[src/hw/ufb_pkg.sv]
// Package for the serial frame-format and baud configuration block.
// Assumes a single system clock; shared by the top module and the bench.
package ufb_pkg;
	// Register byte addresses on the Wishbone bus
	localparam logic [7:0] ADR_FRAME = 8'h00;
	localparam logic [7:0] ADR_ENABLE = 8'h04;
	localparam logic [7:0] ADR_STATUS = 8'h08;
	localparam logic [7:0] ADR_BAUD_HI = 8'h0C;
	localparam logic [7:0] ADR_BAUD_LO = 8'h10;
	localparam logic [7:0] ADR_TX_DATA = 8'h14;
	localparam logic [7:0] ADR_RX_DATA = 8'h18;

	// Widths
	localparam int DATA_W = 9;
	localparam int FIFO_DEPTH = 16;
	localparam int DIV_W = 12;
	localparam int DIV_HI_W = 4;

	// Reset values
	localparam logic [7:0] FRAME_RST = 8'h06;
	localparam logic [DIV_W-1:0] DIV_RST = 12'h000;

	// Enable register bits
	localparam int EN_RX_BIT = 4;
	localparam int EN_TX_BIT = 3;
	localparam int EN_WTOP_BIT = 2;

	// Status register bits
	localparam int ST_RXFULL_BIT = 7;
	localparam int ST_TXRDY_BIT = 5;
	localparam int ST_PERR_BIT = 2;
	localparam int ST_DS_BIT = 1;
	localparam int ST_TXBUSY_BIT = 0;

	typedef enum logic [1:0] {
		MODE_ASYNC = 2'b00,
		MODE_SYNC = 2'b01,
		MODE_RSVD = 2'b10,
		MODE_SPI = 2'b11
	} ufb_mode_t;

	localparam logic [1:0] PAR_OFF = 2'b00;
	localparam logic [1:0] PAR_EVEN = 2'b10;
	localparam logic [1:0] PAR_ODD = 2'b11;

	// Character width codes, top bit first
	localparam logic [2:0] WID_5 = 3'h0;
	localparam logic [2:0] WID_6 = 3'h1;
	localparam logic [2:0] WID_7 = 3'h2;
	localparam logic [2:0] WID_8 = 3'h3;
	localparam logic [2:0] WID_9 = 3'h7;

	// Oversampling: ticks per bit minus one, and to mid-bit minus one
	localparam logic [3:0] OS_NORM_M1 = 4'hF;
	localparam logic [3:0] OS_DBL_M1 = 4'h7;
	localparam logic [3:0] HALF_NORM_M1 = 4'h7;
	localparam logic [3:0] HALF_DBL_M1 = 4'h3;

	typedef struct packed {
		ufb_mode_t mode;
		logic [1:0] parity;
		logic stop2;
		logic [1:0] width_lo;
		logic pol;
	} ufb_frame_t;

	typedef enum logic [2:0] {
		T_IDLE = 3'b000,
		T_START = 3'b001,
		T_DATA = 3'b010,
		T_PAR = 3'b011,
		T_STOP = 3'b100
	} ufb_tx_st_t;

	typedef enum logic [2:0] {
		R_IDLE = 3'b000,
		R_START = 3'b001,
		R_DATA = 3'b010,
		R_PAR = 3'b011,
		R_STOP = 3'b100
	} ufb_rx_st_t;
endpackage

[src/hw/ufb_top.sv]
// Serial transceiver with frame-format and baud divisor configuration.
// Assumes a classic Wishbone master on clk_sys_i and a remote serial node.
`timescale 1ns/1ps
module ufb_top #(
	parameter int FIFO_DEPTH = ufb_pkg::FIFO_DEPTH
) (
	// Clock and reset
	input wire logic clk_sys_i,
	input wire logic rst_i,
	// Wishbone slave
	input wire logic wb_cyc_i,
	input wire logic wb_stb_i,
	input wire logic wb_we_i,
	input wire logic [7:0] wb_adr_i,
	input wire logic [3:0] wb_sel_i,
	input wire logic [31:0] wb_dat_i,
	output logic [31:0] wb_dat_o,
	output logic wb_ack_o,
	// Serial line
	input wire logic serial_in_pin_i,
	output logic serial_out_pin_o,
	output logic sync_serial_clock_o,
	output logic sync_serial_clock_oe_o
);
	localparam int DW = ufb_pkg::DATA_W;

	ufb_pkg::ufb_frame_t frame_r;
	logic rx_en_r;
	logic tx_en_r;
	logic wtop_r;
	logic ds_r;
	logic [ufb_pkg::DIV_HI_W-1:0] baud_hi_r;
	logic [7:0] baud_lo_r;
	logic [ufb_pkg::DIV_W-1:0] div_r;
	logic [ufb_pkg::DIV_W-1:0] cnt_r;
	logic [3:0] ph_r;
	logic sclk_r;
	logic ack_r;
	logic [31:0] dat_r;
	logic rx_s1_r;
	logic rx_s2_r;
	ufb_pkg::ufb_tx_st_t tx_st_r;
	logic [DW-1:0] tx_sh_r;
	logic [3:0] tx_bit_r;
	logic tx_out_r;
	ufb_pkg::ufb_rx_st_t rx_st_r;
	logic [DW-1:0] rx_sh_r;
	logic [3:0] rx_bit_r;
	logic [3:0] rx_os_r;
	logic rx_par_r;
	logic [DW-1:0] rx_data_r;
	logic rx_full_r;
	logic perr_r;

	// Bus decode
	logic req;
	logic go;
	logic wr;
	logic [7:0] adr;
	logic fifo_in_ready;
	logic fifo_out_valid;
	logic [DW-1:0] fifo_out_data;
	logic tx_pop;

	assign adr = {wb_adr_i[7:2], 2'b00};
	assign req = wb_cyc_i && wb_stb_i && !ack_r;
	// Tx data writes wait for room in the FIFO
	assign go = req && !(wb_we_i && adr == ufb_pkg::ADR_TX_DATA && !fifo_in_ready);
	assign wr = go && wb_we_i && wb_sel_i[0];

	// Frame configuration decode
	logic is_async;
	logic is_sync;
	logic [2:0] wcode;
	logic [3:0] nb;
	logic [3:0] nb_m1;
	logic par_en;
	logic [3:0] os_m1;
	logic [3:0] half_m1;
	logic tick;
	logic tx_bit_tick;
	logic sync_tx_edge;
	logic sync_rx_edge;
	logic tx_step;
	logic [DW-1:0] mask;
	logic tx_par;
	logic tx_free;

	assign is_async = (frame_r.mode == ufb_pkg::MODE_ASYNC);
	assign is_sync = (frame_r.mode == ufb_pkg::MODE_SYNC);
	assign wcode = {wtop_r, frame_r.width_lo};
	// reserved code 01 leaves parity off
	assign par_en = frame_r.parity[1];

	// data bit count from width code
	always_comb begin
		unique case (wcode)
			ufb_pkg::WID_5: nb = 4'h5;
			ufb_pkg::WID_6: nb = 4'h6;
			ufb_pkg::WID_7: nb = 4'h7;
			ufb_pkg::WID_9: nb = 4'h9;
			default: nb = 4'h8;
		endcase
	end
	assign nb_m1 = nb - 4'h1;
	assign mask = 9'h1FF >> (4'h9 - nb);

	assign os_m1 = ds_r ? ufb_pkg::OS_DBL_M1 : ufb_pkg::OS_NORM_M1;
	assign half_m1 = ds_r ? ufb_pkg::HALF_DBL_M1 : ufb_pkg::HALF_NORM_M1;
	assign tick = (cnt_r == '0);
	assign tx_bit_tick = tick && ph_r >= os_m1;
	// data edge and sample edge chosen by polarity
	assign sync_tx_edge = is_sync && tick && (sclk_r == frame_r.pol);
	assign sync_rx_edge = is_sync && tick && (sclk_r != frame_r.pol);
	assign tx_step = is_async ? tx_bit_tick : sync_tx_edge;
	// next start follows the last stop bit without an idle gap
	assign tx_free = tx_st_r == ufb_pkg::T_IDLE ||
		(tx_st_r == ufb_pkg::T_STOP && !(frame_r.stop2 && tx_bit_r == '0));
	assign tx_pop = tx_free && tx_step && tx_en_r && fifo_out_valid;
	// parity of the masked data bits
	assign tx_par = ^(tx_sh_r & mask) ^ frame_r.parity[0];

	ufb_fifo #(
		.WIDTH(DW),
		.DEPTH(FIFO_DEPTH)
	) u_tx_fifo (
		.clk_sys_i(clk_sys_i),
		.rst_i(rst_i),
		.in_valid_i(wr && adr == ufb_pkg::ADR_TX_DATA),
		.in_ready_o(fifo_in_ready),
		.in_data_i(wb_dat_i[DW-1:0]),
		.out_valid_o(fifo_out_valid),
		.out_ready_i(tx_pop),
		.out_data_o(fifo_out_data)
	);

	// Configuration registers
	always_ff @(posedge clk_sys_i or posedge rst_i) begin
		if (rst_i) begin
			frame_r <= ufb_pkg::ufb_frame_t'(ufb_pkg::FRAME_RST);
			rx_en_r <= 1'b0;
			tx_en_r <= 1'b0;
			wtop_r <= 1'b0;
			ds_r <= 1'b0;
		end else if (wr) begin
			if (adr == ufb_pkg::ADR_FRAME) begin
				frame_r <= ufb_pkg::ufb_frame_t'(wb_dat_i[7:0]);
			end
			if (adr == ufb_pkg::ADR_ENABLE) begin
				rx_en_r <= wb_dat_i[ufb_pkg::EN_RX_BIT];
				tx_en_r <= wb_dat_i[ufb_pkg::EN_TX_BIT];
				wtop_r <= wb_dat_i[ufb_pkg::EN_WTOP_BIT];
			end
			if (adr == ufb_pkg::ADR_STATUS) begin
				ds_r <= wb_dat_i[ufb_pkg::ST_DS_BIT];
			end
		end
	end

	// Divisor bytes and prescaler
	always_ff @(posedge clk_sys_i or posedge rst_i) begin
		if (rst_i) begin
			baud_hi_r <= '0;
			baud_lo_r <= '0;
			div_r <= ufb_pkg::DIV_RST;
			cnt_r <= ufb_pkg::DIV_RST;
		end else begin
			if (wr && adr == ufb_pkg::ADR_BAUD_HI) begin
				baud_hi_r <= wb_dat_i[ufb_pkg::DIV_HI_W-1:0];
			end
			// low byte write reloads prescaler now
			if (wr && adr == ufb_pkg::ADR_BAUD_LO) begin
				baud_lo_r <= wb_dat_i[7:0];
				div_r <= {baud_hi_r, wb_dat_i[7:0]};
				cnt_r <= {baud_hi_r, wb_dat_i[7:0]};
			end else if (tick) begin
				cnt_r <= div_r;
			end else begin
				cnt_r <= cnt_r - 1'b1;
			end
		end
	end

	always_ff @(posedge clk_sys_i or posedge rst_i) begin
		if (rst_i) begin
			ph_r <= '0;
		end else if (tick) begin
			ph_r <= (ph_r >= os_m1) ? '0 : ph_r + 1'b1;
		end
	end

	// synchronous clock, free-running in sync mode, otherwise held at polarity level
	always_ff @(posedge clk_sys_i or posedge rst_i) begin
		if (rst_i) begin
			sclk_r <= 1'b0;
			sync_serial_clock_oe_o <= 1'b0;
		end else begin
			sync_serial_clock_oe_o <= is_sync;
			if (!is_sync) begin
				sclk_r <= frame_r.pol;
			end else if (tick) begin
				sclk_r <= !sclk_r;
			end
		end
	end
	assign sync_serial_clock_o = sclk_r;

	// Bus answer
	always_ff @(posedge clk_sys_i or posedge rst_i) begin
		if (rst_i) begin
			ack_r <= 1'b0;
			dat_r <= '0;
		end else begin
			ack_r <= go;
			if (go) begin
				dat_r <= '0;
				unique case (adr)
					ufb_pkg::ADR_FRAME: dat_r[7:0] <= frame_r;
					ufb_pkg::ADR_ENABLE: begin
						dat_r[ufb_pkg::EN_RX_BIT] <= rx_en_r;
						dat_r[ufb_pkg::EN_TX_BIT] <= tx_en_r;
						dat_r[ufb_pkg::EN_WTOP_BIT] <= wtop_r;
					end
					ufb_pkg::ADR_STATUS: begin
						dat_r[ufb_pkg::ST_RXFULL_BIT] <= rx_full_r;
						dat_r[ufb_pkg::ST_TXRDY_BIT] <= fifo_in_ready;
						dat_r[ufb_pkg::ST_PERR_BIT] <= perr_r;
						dat_r[ufb_pkg::ST_DS_BIT] <= ds_r;
						dat_r[ufb_pkg::ST_TXBUSY_BIT] <= tx_st_r != ufb_pkg::T_IDLE;
					end
					// divisor split; unused high bits read zero
					ufb_pkg::ADR_BAUD_HI: dat_r[ufb_pkg::DIV_HI_W-1:0] <= baud_hi_r;
					ufb_pkg::ADR_BAUD_LO: dat_r[7:0] <= baud_lo_r;
					ufb_pkg::ADR_RX_DATA: dat_r[DW-1:0] <= rx_data_r;
					default: dat_r <= '0;
				endcase
			end
		end
	end
	assign wb_ack_o = ack_r;
	assign wb_dat_o = dat_r;

	// Transmitter
	always_ff @(posedge clk_sys_i or posedge rst_i) begin
		if (rst_i) begin
			tx_st_r <= ufb_pkg::T_IDLE;
			tx_sh_r <= '0;
			tx_bit_r <= '0;
			tx_out_r <= 1'b1;
		end else if (tx_step) begin
			unique case (tx_st_r)
				ufb_pkg::T_IDLE: if (tx_pop) begin
					tx_sh_r <= fifo_out_data;
					tx_out_r <= 1'b0;
					tx_st_r <= ufb_pkg::T_START;
				end
				ufb_pkg::T_START: begin
					tx_out_r <= tx_sh_r[0];
					tx_bit_r <= '0;
					tx_st_r <= ufb_pkg::T_DATA;
				end
				ufb_pkg::T_DATA: begin
					if (tx_bit_r == nb_m1) begin
						tx_out_r <= par_en ? tx_par : 1'b1;
						tx_st_r <= par_en ? ufb_pkg::T_PAR : ufb_pkg::T_STOP;
						tx_bit_r <= '0;
					end else begin
						tx_out_r <= tx_sh_r[tx_bit_r + 4'h1];
						tx_bit_r <= tx_bit_r + 4'h1;
					end
				end
				ufb_pkg::T_PAR: begin
					tx_out_r <= 1'b1;
					tx_st_r <= ufb_pkg::T_STOP;
				end
				ufb_pkg::T_STOP: begin
					if (frame_r.stop2 && tx_bit_r == '0) begin
						tx_bit_r <= 4'h1;
					end else if (tx_pop) begin
						tx_sh_r <= fifo_out_data;
						tx_out_r <= 1'b0;
						tx_st_r <= ufb_pkg::T_START;
					end else begin
						tx_st_r <= ufb_pkg::T_IDLE;
					end
				end
				default: tx_st_r <= ufb_pkg::T_IDLE;
			endcase
		end
	end
	assign serial_out_pin_o = tx_out_r;

	// Receive pin synchroniser
	always_ff @(posedge clk_sys_i or posedge rst_i) begin
		if (rst_i) begin
			rx_s1_r <= 1'b1;
			rx_s2_r <= 1'b1;
		end else begin
			rx_s1_r <= serial_in_pin_i;
			rx_s2_r <= rx_s1_r;
		end
	end

	logic rx_step;
	logic [3:0] rx_tgt;
	logic rx_done;
	assign rx_tgt = (rx_st_r == ufb_pkg::R_START) ? half_m1 : os_m1;
	assign rx_step = is_async ? (tick && rx_os_r == rx_tgt) : sync_rx_edge;
	assign rx_done = rx_step && rx_st_r == ufb_pkg::R_STOP;

	// Receiver
	always_ff @(posedge clk_sys_i or posedge rst_i) begin
		if (rst_i) begin
			rx_st_r <= ufb_pkg::R_IDLE;
			rx_sh_r <= '0;
			rx_bit_r <= '0;
			rx_os_r <= '0;
			rx_par_r <= 1'b0;
		end else begin
			if (tick) begin
				rx_os_r <= (rx_os_r == rx_tgt) ? '0 : rx_os_r + 1'b1;
			end
			unique case (rx_st_r)
				ufb_pkg::R_IDLE: begin
					rx_sh_r <= '0;
					rx_bit_r <= '0;
					rx_par_r <= 1'b0;
					if (rx_en_r && !rx_s2_r && is_async) begin
						rx_os_r <= '0;
						rx_st_r <= ufb_pkg::R_START;
					end else if (rx_en_r && !rx_s2_r && sync_rx_edge) begin
						rx_st_r <= ufb_pkg::R_DATA;
					end
				end
				ufb_pkg::R_START: if (rx_step) begin
					rx_st_r <= rx_s2_r ? ufb_pkg::R_IDLE : ufb_pkg::R_DATA;
				end
				ufb_pkg::R_DATA: if (rx_step) begin
					rx_sh_r[rx_bit_r] <= rx_s2_r;
					rx_par_r <= rx_par_r ^ rx_s2_r;
					rx_bit_r <= rx_bit_r + 4'h1;
					if (rx_bit_r == nb_m1) begin
						rx_st_r <= par_en ? ufb_pkg::R_PAR : ufb_pkg::R_STOP;
					end
				end
				ufb_pkg::R_PAR: if (rx_step) begin
					rx_par_r <= rx_par_r ^ rx_s2_r;
					rx_st_r <= ufb_pkg::R_STOP;
				end
				// one stop bit time waited regardless of stop select; its level is not checked
				ufb_pkg::R_STOP: if (rx_step) begin
					rx_st_r <= ufb_pkg::R_IDLE;
				end
				default: rx_st_r <= ufb_pkg::R_IDLE;
			endcase
		end
	end

	// Received word and flags; new data wins over a read
	logic rx_read;
	assign rx_read = go && !wb_we_i && adr == ufb_pkg::ADR_RX_DATA;
	always_ff @(posedge clk_sys_i or posedge rst_i) begin
		if (rst_i) begin
			rx_data_r <= '0;
			rx_full_r <= 1'b0;
			perr_r <= 1'b0;
		end else if (rx_done) begin
			rx_data_r <= rx_sh_r;
			rx_full_r <= 1'b1;
			perr_r <= par_en && (rx_par_r != frame_r.parity[0]);
		end else if (rx_read) begin
			rx_full_r <= 1'b0;
			perr_r <= 1'b0;
		end
	end

	// Bit period check helper
	logic [16:0] per_cnt_r;
	logic per_arm_r;
	logic per_ok_r;
	logic cfg_chg;
	logic [16:0] per_exp;
	assign cfg_chg = (wr && (adr == ufb_pkg::ADR_BAUD_LO || adr == ufb_pkg::ADR_STATUS));
	assign per_exp = 17'((17'(div_r) + 17'h1) * (17'(os_m1) + 17'h1) - 17'h1);
	always_ff @(posedge clk_sys_i or posedge rst_i) begin
		if (rst_i) begin
			per_cnt_r <= '0;
			per_arm_r <= 1'b0;
			per_ok_r <= 1'b0;
		end else if (cfg_chg) begin
			per_arm_r <= 1'b0;
			per_ok_r <= 1'b0;
		end else if (tx_bit_tick) begin
			per_cnt_r <= '0;
			per_arm_r <= 1'b1;
			per_ok_r <= per_arm_r;
		end else begin
			per_cnt_r <= per_cnt_r + 17'h1;
		end
	end
endmodule

[src/hw/ufb_fifo.sv]
// Synchronous FIFO with valid/ready on both sides.
// Assumes one clock and an asynchronous active-high reset.
`timescale 1ns/1ps
module ufb_fifo #(
	parameter int WIDTH = 9,
	parameter int DEPTH = 16
) (
	// Clock and reset
	input wire logic clk_sys_i,
	input wire logic rst_i,
	// Fill side
	input wire logic in_valid_i,
	output logic in_ready_o,
	input wire logic [WIDTH-1:0] in_data_i,
	// Drain side
	output logic out_valid_o,
	input wire logic out_ready_i,
	output logic [WIDTH-1:0] out_data_o
);
	localparam int AW = $clog2(DEPTH);
	logic [AW-1:0] wr_ptr_r;
	logic [AW-1:0] rd_ptr_r;
	logic [AW:0] count_r;
	logic [WIDTH-1:0] mem_r [DEPTH];
	logic push;
	logic pop;

	assign in_ready_o = (count_r != (AW+1)'(DEPTH));
	assign out_valid_o = (count_r != '0);
	assign push = in_valid_i && in_ready_o;
	assign pop = out_valid_o && out_ready_i;
	assign out_data_o = mem_r[rd_ptr_r];

	for (genvar i = 0; i < DEPTH; i++) begin : g_entry
		always_ff @(posedge clk_sys_i or posedge rst_i) begin
			if (rst_i) begin
				mem_r[i] <= '0;
			end else if (push && wr_ptr_r == AW'(i)) begin
				mem_r[i] <= in_data_i;
			end
		end
	end

	always_ff @(posedge clk_sys_i or posedge rst_i) begin
		if (rst_i) begin
			wr_ptr_r <= '0;
			rd_ptr_r <= '0;
			count_r <= '0;
		end else begin
			if (push) begin
				wr_ptr_r <= (wr_ptr_r == AW'(DEPTH-1)) ? '0 : wr_ptr_r + 1'b1;
			end
			if (pop) begin
				rd_ptr_r <= (rd_ptr_r == AW'(DEPTH-1)) ? '0 : rd_ptr_r + 1'b1;
			end
			if (push && !pop) begin
				count_r <= count_r + 1'b1;
			end else if (pop && !push) begin
				count_r <= count_r - 1'b1;
			end
		end
	end
endmodule

[config.mk]
export PLATFORM = sky130hd
export DESIGN_NAME = ufb_top
export DESIGN_NICKNAME = d
export VERILOG_FILES = /design/src/hw/ufb_pkg.sv /design/src/hw/ufb_top.sv /design/src/hw/ufb_fifo.sv
export SDC_FILE = /design/constraint.sdc
export NUM_CORES = 1
export LEC_CHECK = 0
export BUFFER_PORTS_ARGS = -buffer_cell sky130_fd_sc_hd__buf_2
export CAP_MARGIN = 15
export CORE_UTILIZATION = 23
export CTS_BUF_LIST = sky130_fd_sc_hd__clkbuf_4
export DETAILED_ROUTE_END_ITERATION = 10
export GPL_TIMING_DRIVEN = 0
export HOLD_SLACK_MARGIN = 0.15
export PLACE_DENSITY = 0.43
export SETUP_SLACK_MARGIN = 0.5
export SYNTH_ARGS = -nofsm -noshare
export SYNTH_HDL_FRONTEND = slang
export SYNTH_SLANG_ARGS = --single-unit
[constraint.sdc]
create_clock -name clk_sys_i -period 21.5 [get_ports clk_sys_i]
set_input_delay 2.15 -clock clk_sys_i [delete_from_list [all_inputs] [get_ports clk_sys_i]]
set_output_delay 2.15 -clock clk_sys_i [all_outputs]
set_load 0.1 [all_outputs]
# Word level (Yosys, flattened, before mapping)
# Index checks and enable logic that the tools add are counted.
op_classes:
  n_addsub: 11
  n_lt_le_gt_ge: 5
  n_eq_ne: 53
  n_shift: 1
  muxes: 70
  bitwise_logic: 4
  reduce_logical: 87
ops:
  columns: ["cell", "count"]
  rows:
  - ["logical AND 1 bit", 48]
  - ["2-to-1 mux 4 bit", 12]
  - ["2-to-1 mux 9 bit", 5]
  - ["binary-select mux 9 bit (select 4 bit)", 1]
  - ["equality test 4 bit, second input constant", 9]
  - ["2-to-1 mux 3 bit", 12]
  - ["one-hot mux 9 bit (2 select lines)", 2]
  - ["one-hot mux 3 bit (5 select lines)", 2]
  - ["adder 4 x 1 -> 4 bit, second input constant", 6]
  - ["2-to-1 mux 12 bit", 2]
  - ["equality test 6 x 3 -> 1 bit, second input constant", 3]
  - ["equality test 4 x 3 -> 1 bit, second input constant", 4]
  - ["2-to-1 mux 1 bit", 16]
  - ["one-hot mux 4 bit (4 select lines)", 1]
  - ["equality test 3 x 2 -> 1 bit, second input constant", 5]
  - ["!= test 2 bit, second input constant", 7]
  - ["equality test 4 bit", 3]
  - ["equality test 6 x 2 -> 1 bit, second input constant", 2]
  - ["zero test 12 bit", 1]
  - ["one-hot mux 1 bit (4 select lines)", 3]
  - ["one-hot mux 4 bit (3 select lines)", 1]
  - ["subtractor 12 x 1 -> 12 bit, second input constant", 1]
  - ["< comparator 4 x 5 -> 1 bit, second input constant", 2]
  - ["2-to-1 mux 5 bit", 2]
  - ["other kinds (47)", 81]
totals:
  register_bits: 272

# Longest topological paths before layout
depth:
  depth_word: 13
  ltp_mapped: 17

# Cells and area by module
# A second synthesis with hierarchy kept.
unflattened:
  hier_cells: 1138
  hier_area_um2: 13751.9
by_module_without_submodules:
  columns: ["module", "instances", "cells_per_inst", "area_each_um2", "seq_area_each_um2"]
  rows:
  - ["ufb_fifo", 1, 492, 7543.5, 3928.8]
  - ["ufb_top", 1, 646, 6208.5, 2683.8]

# Least setup slack after synthesis
# Ideal clock, no wire load.
synth_timing:
  path_type: "in2reg"
  from: "input wb_adr_i[5]"
  to: "register u_tx_fifo.count_r[4]"
  setup_ns: 0.125
  arrival_time_ns: 4.278
  required_ns: 21.375
  path_slack_ns: 17.096
  cell_stages: 11
  path_cell_list: "or3_1 -> nor3_1 -> and3_1 -> ha_1 -> inv_1 -> fa_1 -> a21o_1 -> a21oi_1 -> xnor2_1 -> nor2_1 -> xor2_1"
synth_between:
  elab_chain_cells: 12
  word_cells_on_any_way: 14
  classes_between: "eq/ne: 1; mux: 1; reduce/logical: 12"
synth_rtl:
  columns: ["item", "line", "text"]
  rows:
  - ["start, declared", "ufb_top.sv:14", "input wire logic [7:0] wb_adr_i,"]
  - ["equality test 6 x 3 -> 1 bit (*)", "ufb_top.sv:68, ufb_top.sv:129", null]
  - ["logical AND 1 bit (2 in series)", "ufb_top.sv:68", "assign go = req && !(wb_we_i && adr == ufb_pkg::ADR_TX_DATA && !fifo_in_ready);"]
  - ["zero test 1 bit", "ufb_top.sv:68", null]
  - ["logical AND 1 bit", "ufb_top.sv:68", null]
  - ["logical AND 1 bit (2 in series)", "ufb_top.sv:69", "assign wr = go && wb_we_i && wb_sel_i[0];"]
  - ["logical AND 1 bit (*)", "ufb_top.sv:129", ".in_valid_i(wr && adr == ufb_pkg::ADR_TX_DATA),"]
  - ["logical AND 1 bit (*)", "ufb_fifo.sv:30", "assign push = in_valid_i && in_ready_o;"]
  - ["named net u_tx_fifo.push", "ufb_fifo.sv:25", "logic push;"]
  - ["zero test 1 bit", "ufb_fifo.sv:58", "end else if (pop && !push) begin"]
  - ["logical AND 1 bit", "ufb_fifo.sv:58", null]
  - ["nonzero test 2 bit (no line)", null, null]
  - ["end signal, assigned", "ufb_fifo.sv:57", "count_r <= count_r + 1'b1;"]
  - ["end signal, assigned", "ufb_fifo.sv:59", "count_r <= count_r - 1'b1;"]
  - ["end, declared", "ufb_fifo.sv:23", "logic [AW:0] count_r;"]
# The timed path passes the listed nets; every way through them passes the cells marked *.
# A chain may end at the register's enable or synchronous reset.

# Worst setup path in the final report
layout_timing:
  from: "input wb_adr_i[5]"
  to: "register u_tx_fifo.mem_r[57] (netlist name)"
layout_between:
  elab_chain_cells: 10
layout_rtl:
  columns: ["item", "line", "text"]
  rows:
  - ["equality test 6 x 3 -> 1 bit (*)", "ufb_top.sv:68, ufb_top.sv:129", null]
  - ["logical AND 1 bit (2 in series)", "ufb_top.sv:68", null]
  - ["zero test 1 bit", "ufb_top.sv:68", null]
  - ["logical AND 1 bit", "ufb_top.sv:68", null]
  - ["logical AND 1 bit (2 in series)", "ufb_top.sv:69", null]
  - ["logical AND 1 bit (*)", "ufb_top.sv:129", null]
  - ["logical AND 1 bit (*)", "ufb_fifo.sv:30", null]
  - ["logical AND 1 bit (*)", "ufb_fifo.sv:38", "end else if (push && wr_ptr_r == AW'(i)) begin"]
  - ["end signal, assigned by index", "ufb_fifo.sv:39", "mem_r[i] <= in_data_i;"]
  - ["end, declared", "ufb_fifo.sv:24", "logic [WIDTH-1:0] mem_r [DEPTH];"]
# Every way passes the cells marked *; elsewhere a longest branch is shown, timed or not.

==> impl_metrics.yaml <==
outcome:
  status: "finished clean"
routing:
  drt_wl_total_um: 35600
  vias: 9374
  ant_nets: 0
  drc: 0
  dr.pass1.iters: 5
  drtIter0Drc: 390
  post_drt_wl_per_cell_um: 17.0
  viasPerCell: 4.48
floorplan:
  start_util: 0.233
  dieArea_sq_mm: 0.0594
  rows: 88
  die_width_um: 244
  ios: 86
  core_area_sq_mm: 0.0577
  die_h_um: 244
synth:
  yosysUniqueCellTypes: 71
  syn-cell-area_sq_mm: 0.0134
  synth-edff-count: 0
  syn_inst: 1147
  ys_seq_elements: 264
  ys_seq_area_frac: 0.492
  synth_warnings: 0
  async_flop_share: 1.00
  avgSynthCellArea_sq_um: 11.7
  yosys_most_used_dff: "dfrtp_1"
power_and_ir_drop:
  pwr-share-comb: 0.107
  power_density_mw_per_mm2: 71.7
  power.leakage_nw: 7.18
  power_mw: 1.12
  pwr-share-clk: 0.432
  seqPwrFrac: 0.461
  p_sw_mw: 0.317
  swShare: 0.282
  p_int_mw: 0.807
  vdd_drop_max_mv: 0.0285
worst_setup_path:
  worstPathRequired_ns: 22.11
  crit_path_end_kind: "flip-flop"
  cp.arrival_ns: 5.24
  worstSetupPathType: "in2reg"
  start_kind: "input pin"
  path_max_fanout: 10
timing:
  finalMaxSlewViolations: 0
  relSlewSlack: 0.291
  finalHoldViolCount: 0
  fin_crit_sh: 0.215
  holdWs_ns: 0.360
  worst_slew_pin_slew_ns: 1.06
  rsz0062_at_grt: "false"
  final.setup.worst_slack_ns: 16.87
  finalCriticalPeriod_ns: 4.63
  max_freq_mhz: 216
  setup_violations: 0
  fin_tns_setup_ns: 0
  finClkSkew_ns: 0.0447
placement:
  hpwl_um: 24800
  dp.cells: 1965
  gp_congestion: 0.828
  io_buffer_count: 29
  dp_slack_ns: 16.14
global_route:
  grt_overflow: 0
  antenna_found_initial: 3
  grt_start_max_net_pins: 118
  grtUsageTotal: 0.122
  grt_pass1_vias: 9580
  grt_pass1_wl_um: 56200
cells_and_area:
  nNetsFinal: 1352
  layout-drive-gt1-share: 0.316
  area_delta_synth_final_pct: 16.5
  fin_cells: 2093
clock_network:
  post_cts_buffers: 0
  clock_latency_ns: 0.76
  hold_buffers: 0
  h-tree-depth: 3
  cts_tree: "built"
  clk_path_buf_depth: 3
  clockRootBuffer: "clkbuf_4"
  numCtsBuffers: 74
  cts.clk_slew.worst_paths_ns: 0.06
  cts_sinks: 264
  ctsResizeCount: 0
flow_run:
  cap_violations: 0
min_path:
  min-delay-path-class: "reg2reg"
[worst max-delay path: stages]
cell      delay, ns
buf_2          0.09
or3_1          0.47
nor3_1         0.34
and3_1         0.37
clkbuf_1       0.29
buf_2          0.27
nand4b_1       0.70
mux2_2         0.55
[registers in the layout, indices dropped and copies added (netlist names), 3 cells and up]
name,cells
ph_r,4
div_r,5
rx_data_r,9
wb_dat_o,9
u_tx_fifo.count_r,5
rx_sh_r,9
baud_hi_r,4
tx_bit_r,4
u_tx_fifo.rd_ptr_r,4
rx_st_r,3
rx_bit_r,4
tx_sh_r,9
cnt_r,12
tx_st_r,3
baud_lo_r,7
rx_os_r,4
u_tx_fifo.mem_r,144
frame_r,8
u_tx_fifo.wr_ptr_r,4
[kinds of logic after synthesis]
family,count (synthesis),share of synthesized area
compound gates,168,0.0772
xor+xnor,29,0.0209
fa+ha+maj,26,0.0248
buf+inv,122,0.0415
flops,264,0.492
mux,235,0.235
other cells,1,0.000279
simple gates,302,0.108
[cells in the final DEF, fill, tap and decap left out, drive strengths merged, types with 3 or more instances in the layout]
| master | instances |
|---|---|
| nand3b | 3 |
| and2 | 4 |
| a22o | 12 |
| mux2i | 10 |
| ha | 25 |
| nand4b | 6 |
| nor2 | 53 |
| clkbuf | 169 |
| nand4 | 20 |
| dfrtp | 259 |
| o21ai | 64 |
| o311ai | 3 |
| conb | 23 |
| a21oi | 44 |
| nor4 | 3 |
| a31oi | 4 |
| or3 | 9 |
| mux4 | 47 |
| dfstp | 5 |
| inv | 32 |
| nor2b | 6 |
| nor3b | 3 |
| xnor2 | 18 |
| nand3 | 23 |
| xor2 | 9 |
| a221oi | 4 |
| a21o | 4 |
| and3 | 4 |
| clkinv | 9 |
| nand2b | 12 |
| or2 | 3 |
| nand2 | 132 |
| nor3 | 10 |
| o31ai | 9 |
| buf | 67 |
| mux2 | 178 |
| or4 | 5 |
[final timing paths]
path	from	cells after the start	slack, ns	endpoint
worst max-delay path	wb_adr_i[5]	8	16.87	u_tx_fifo.mem_r[57]
worst min-delay path	rx_s1_r	0	0.36	rx_s2_r
worst max register to register	cnt_r[0]	17	17.41	u_tx_fifo.count_r[4]
worst min register to register	rx_s1_r	0	0.36	rx_s2_r
max in group asynchronous	rst_i	3	19.03	u_tx_fifo.mem_r[36]
min in group asynchronous	rst_i	2	1.47	u_tx_fifo.wr_ptr_r[2]
[synth_stat cells (all sizes together) (4+ instances only)]
cell / number / share of area
clkbuf: 55 / 0.015
nor2b: 6 / 0.0028
and2: 4 / 0.0019
o31ai: 9 / 0.0050
mux2: 178 / 0.15
dfrtp: 259 / 0.48
buf: 36 / 0.018
and3: 4 / 0.0019
nand2b: 12 / 0.0056
nand2: 132 / 0.037
a31oi: 4 / 0.0019
o21ai: 64 / 0.024
a21o: 4 / 0.0022
mux2i: 10 / 0.0074
xor2: 9 / 0.0059
nand4b: 6 / 0.0039
a22o: 12 / 0.0078
dfstp: 5 / 0.0098
a221oi: 4 / 0.0026
inv: 31 / 0.0087
ha: 25 / 0.023
a21oi: 44 / 0.017
nor2: 53 / 0.015
nand4: 20 / 0.0093
xnor2: 18 / 0.012
nor3: 10 / 0.0041
or4: 5 / 0.0028
or3: 9 / 0.0046
nand3: 23 / 0.0086
mux4: 47 / 0.079
[metal layers]
| layer | global-route usage | part of all wire | wire [um] | vias to the layer above |
|---|---|---|---|---|
| met3 | 0.0282 | 0.041 | 1460 | 61 |
| li1 | - | - | - | 4416 |
| met2 | 0.187 | 0.46 | 16200 | 186 |
| met5 | 0 | 0 | 0 | - |
| met4 | 0.0375 | 0.019 | 690 | 0 |
| met1 | 0.169 | 0.48 | 17200 | 4711 |
[final cells by class]
| cell class | count | area (sq um) |
|---|---|---|
| clock buffers | 114 | 856 |
| well taps | 765 | 957 |
| repair buffers | 31 | 200 |
| plain buffers | 91 | 442 |
| diodes | 1 | 2.50 |
| flip-flops and latches | 264 | 6610 |
| fillers | 6126 | 42000 |
| inverters | 31 | 124 |
| multi-input cells | 783 | 6350 |
| clock inverters | 13 | 115 |
[power groups by stage]
stage	Clock, mW	Combinational (mW)	Sequential, mW
after CTS	0.506	0.122	0.518
after global placement	0	0.120	0.528
after floorplan	0	0.0920	0.527
after detailed placement	0	0.122	0.528
after global routing	0.531	0.135	0.520
final	0.485	0.120	0.518
[metrics by stage]
step / util / area [sq um]
6_report: 0.271 / 15700
5_1_grt: 0.271 / 15700
4_1_cts: 0.271 / 15700
3_5_place_dp: 0.255 / 14700
3_3_place_gp: 0.253 / 14600
2_1_floorplan: - / 13500
(Power assumes the default switching activity.)
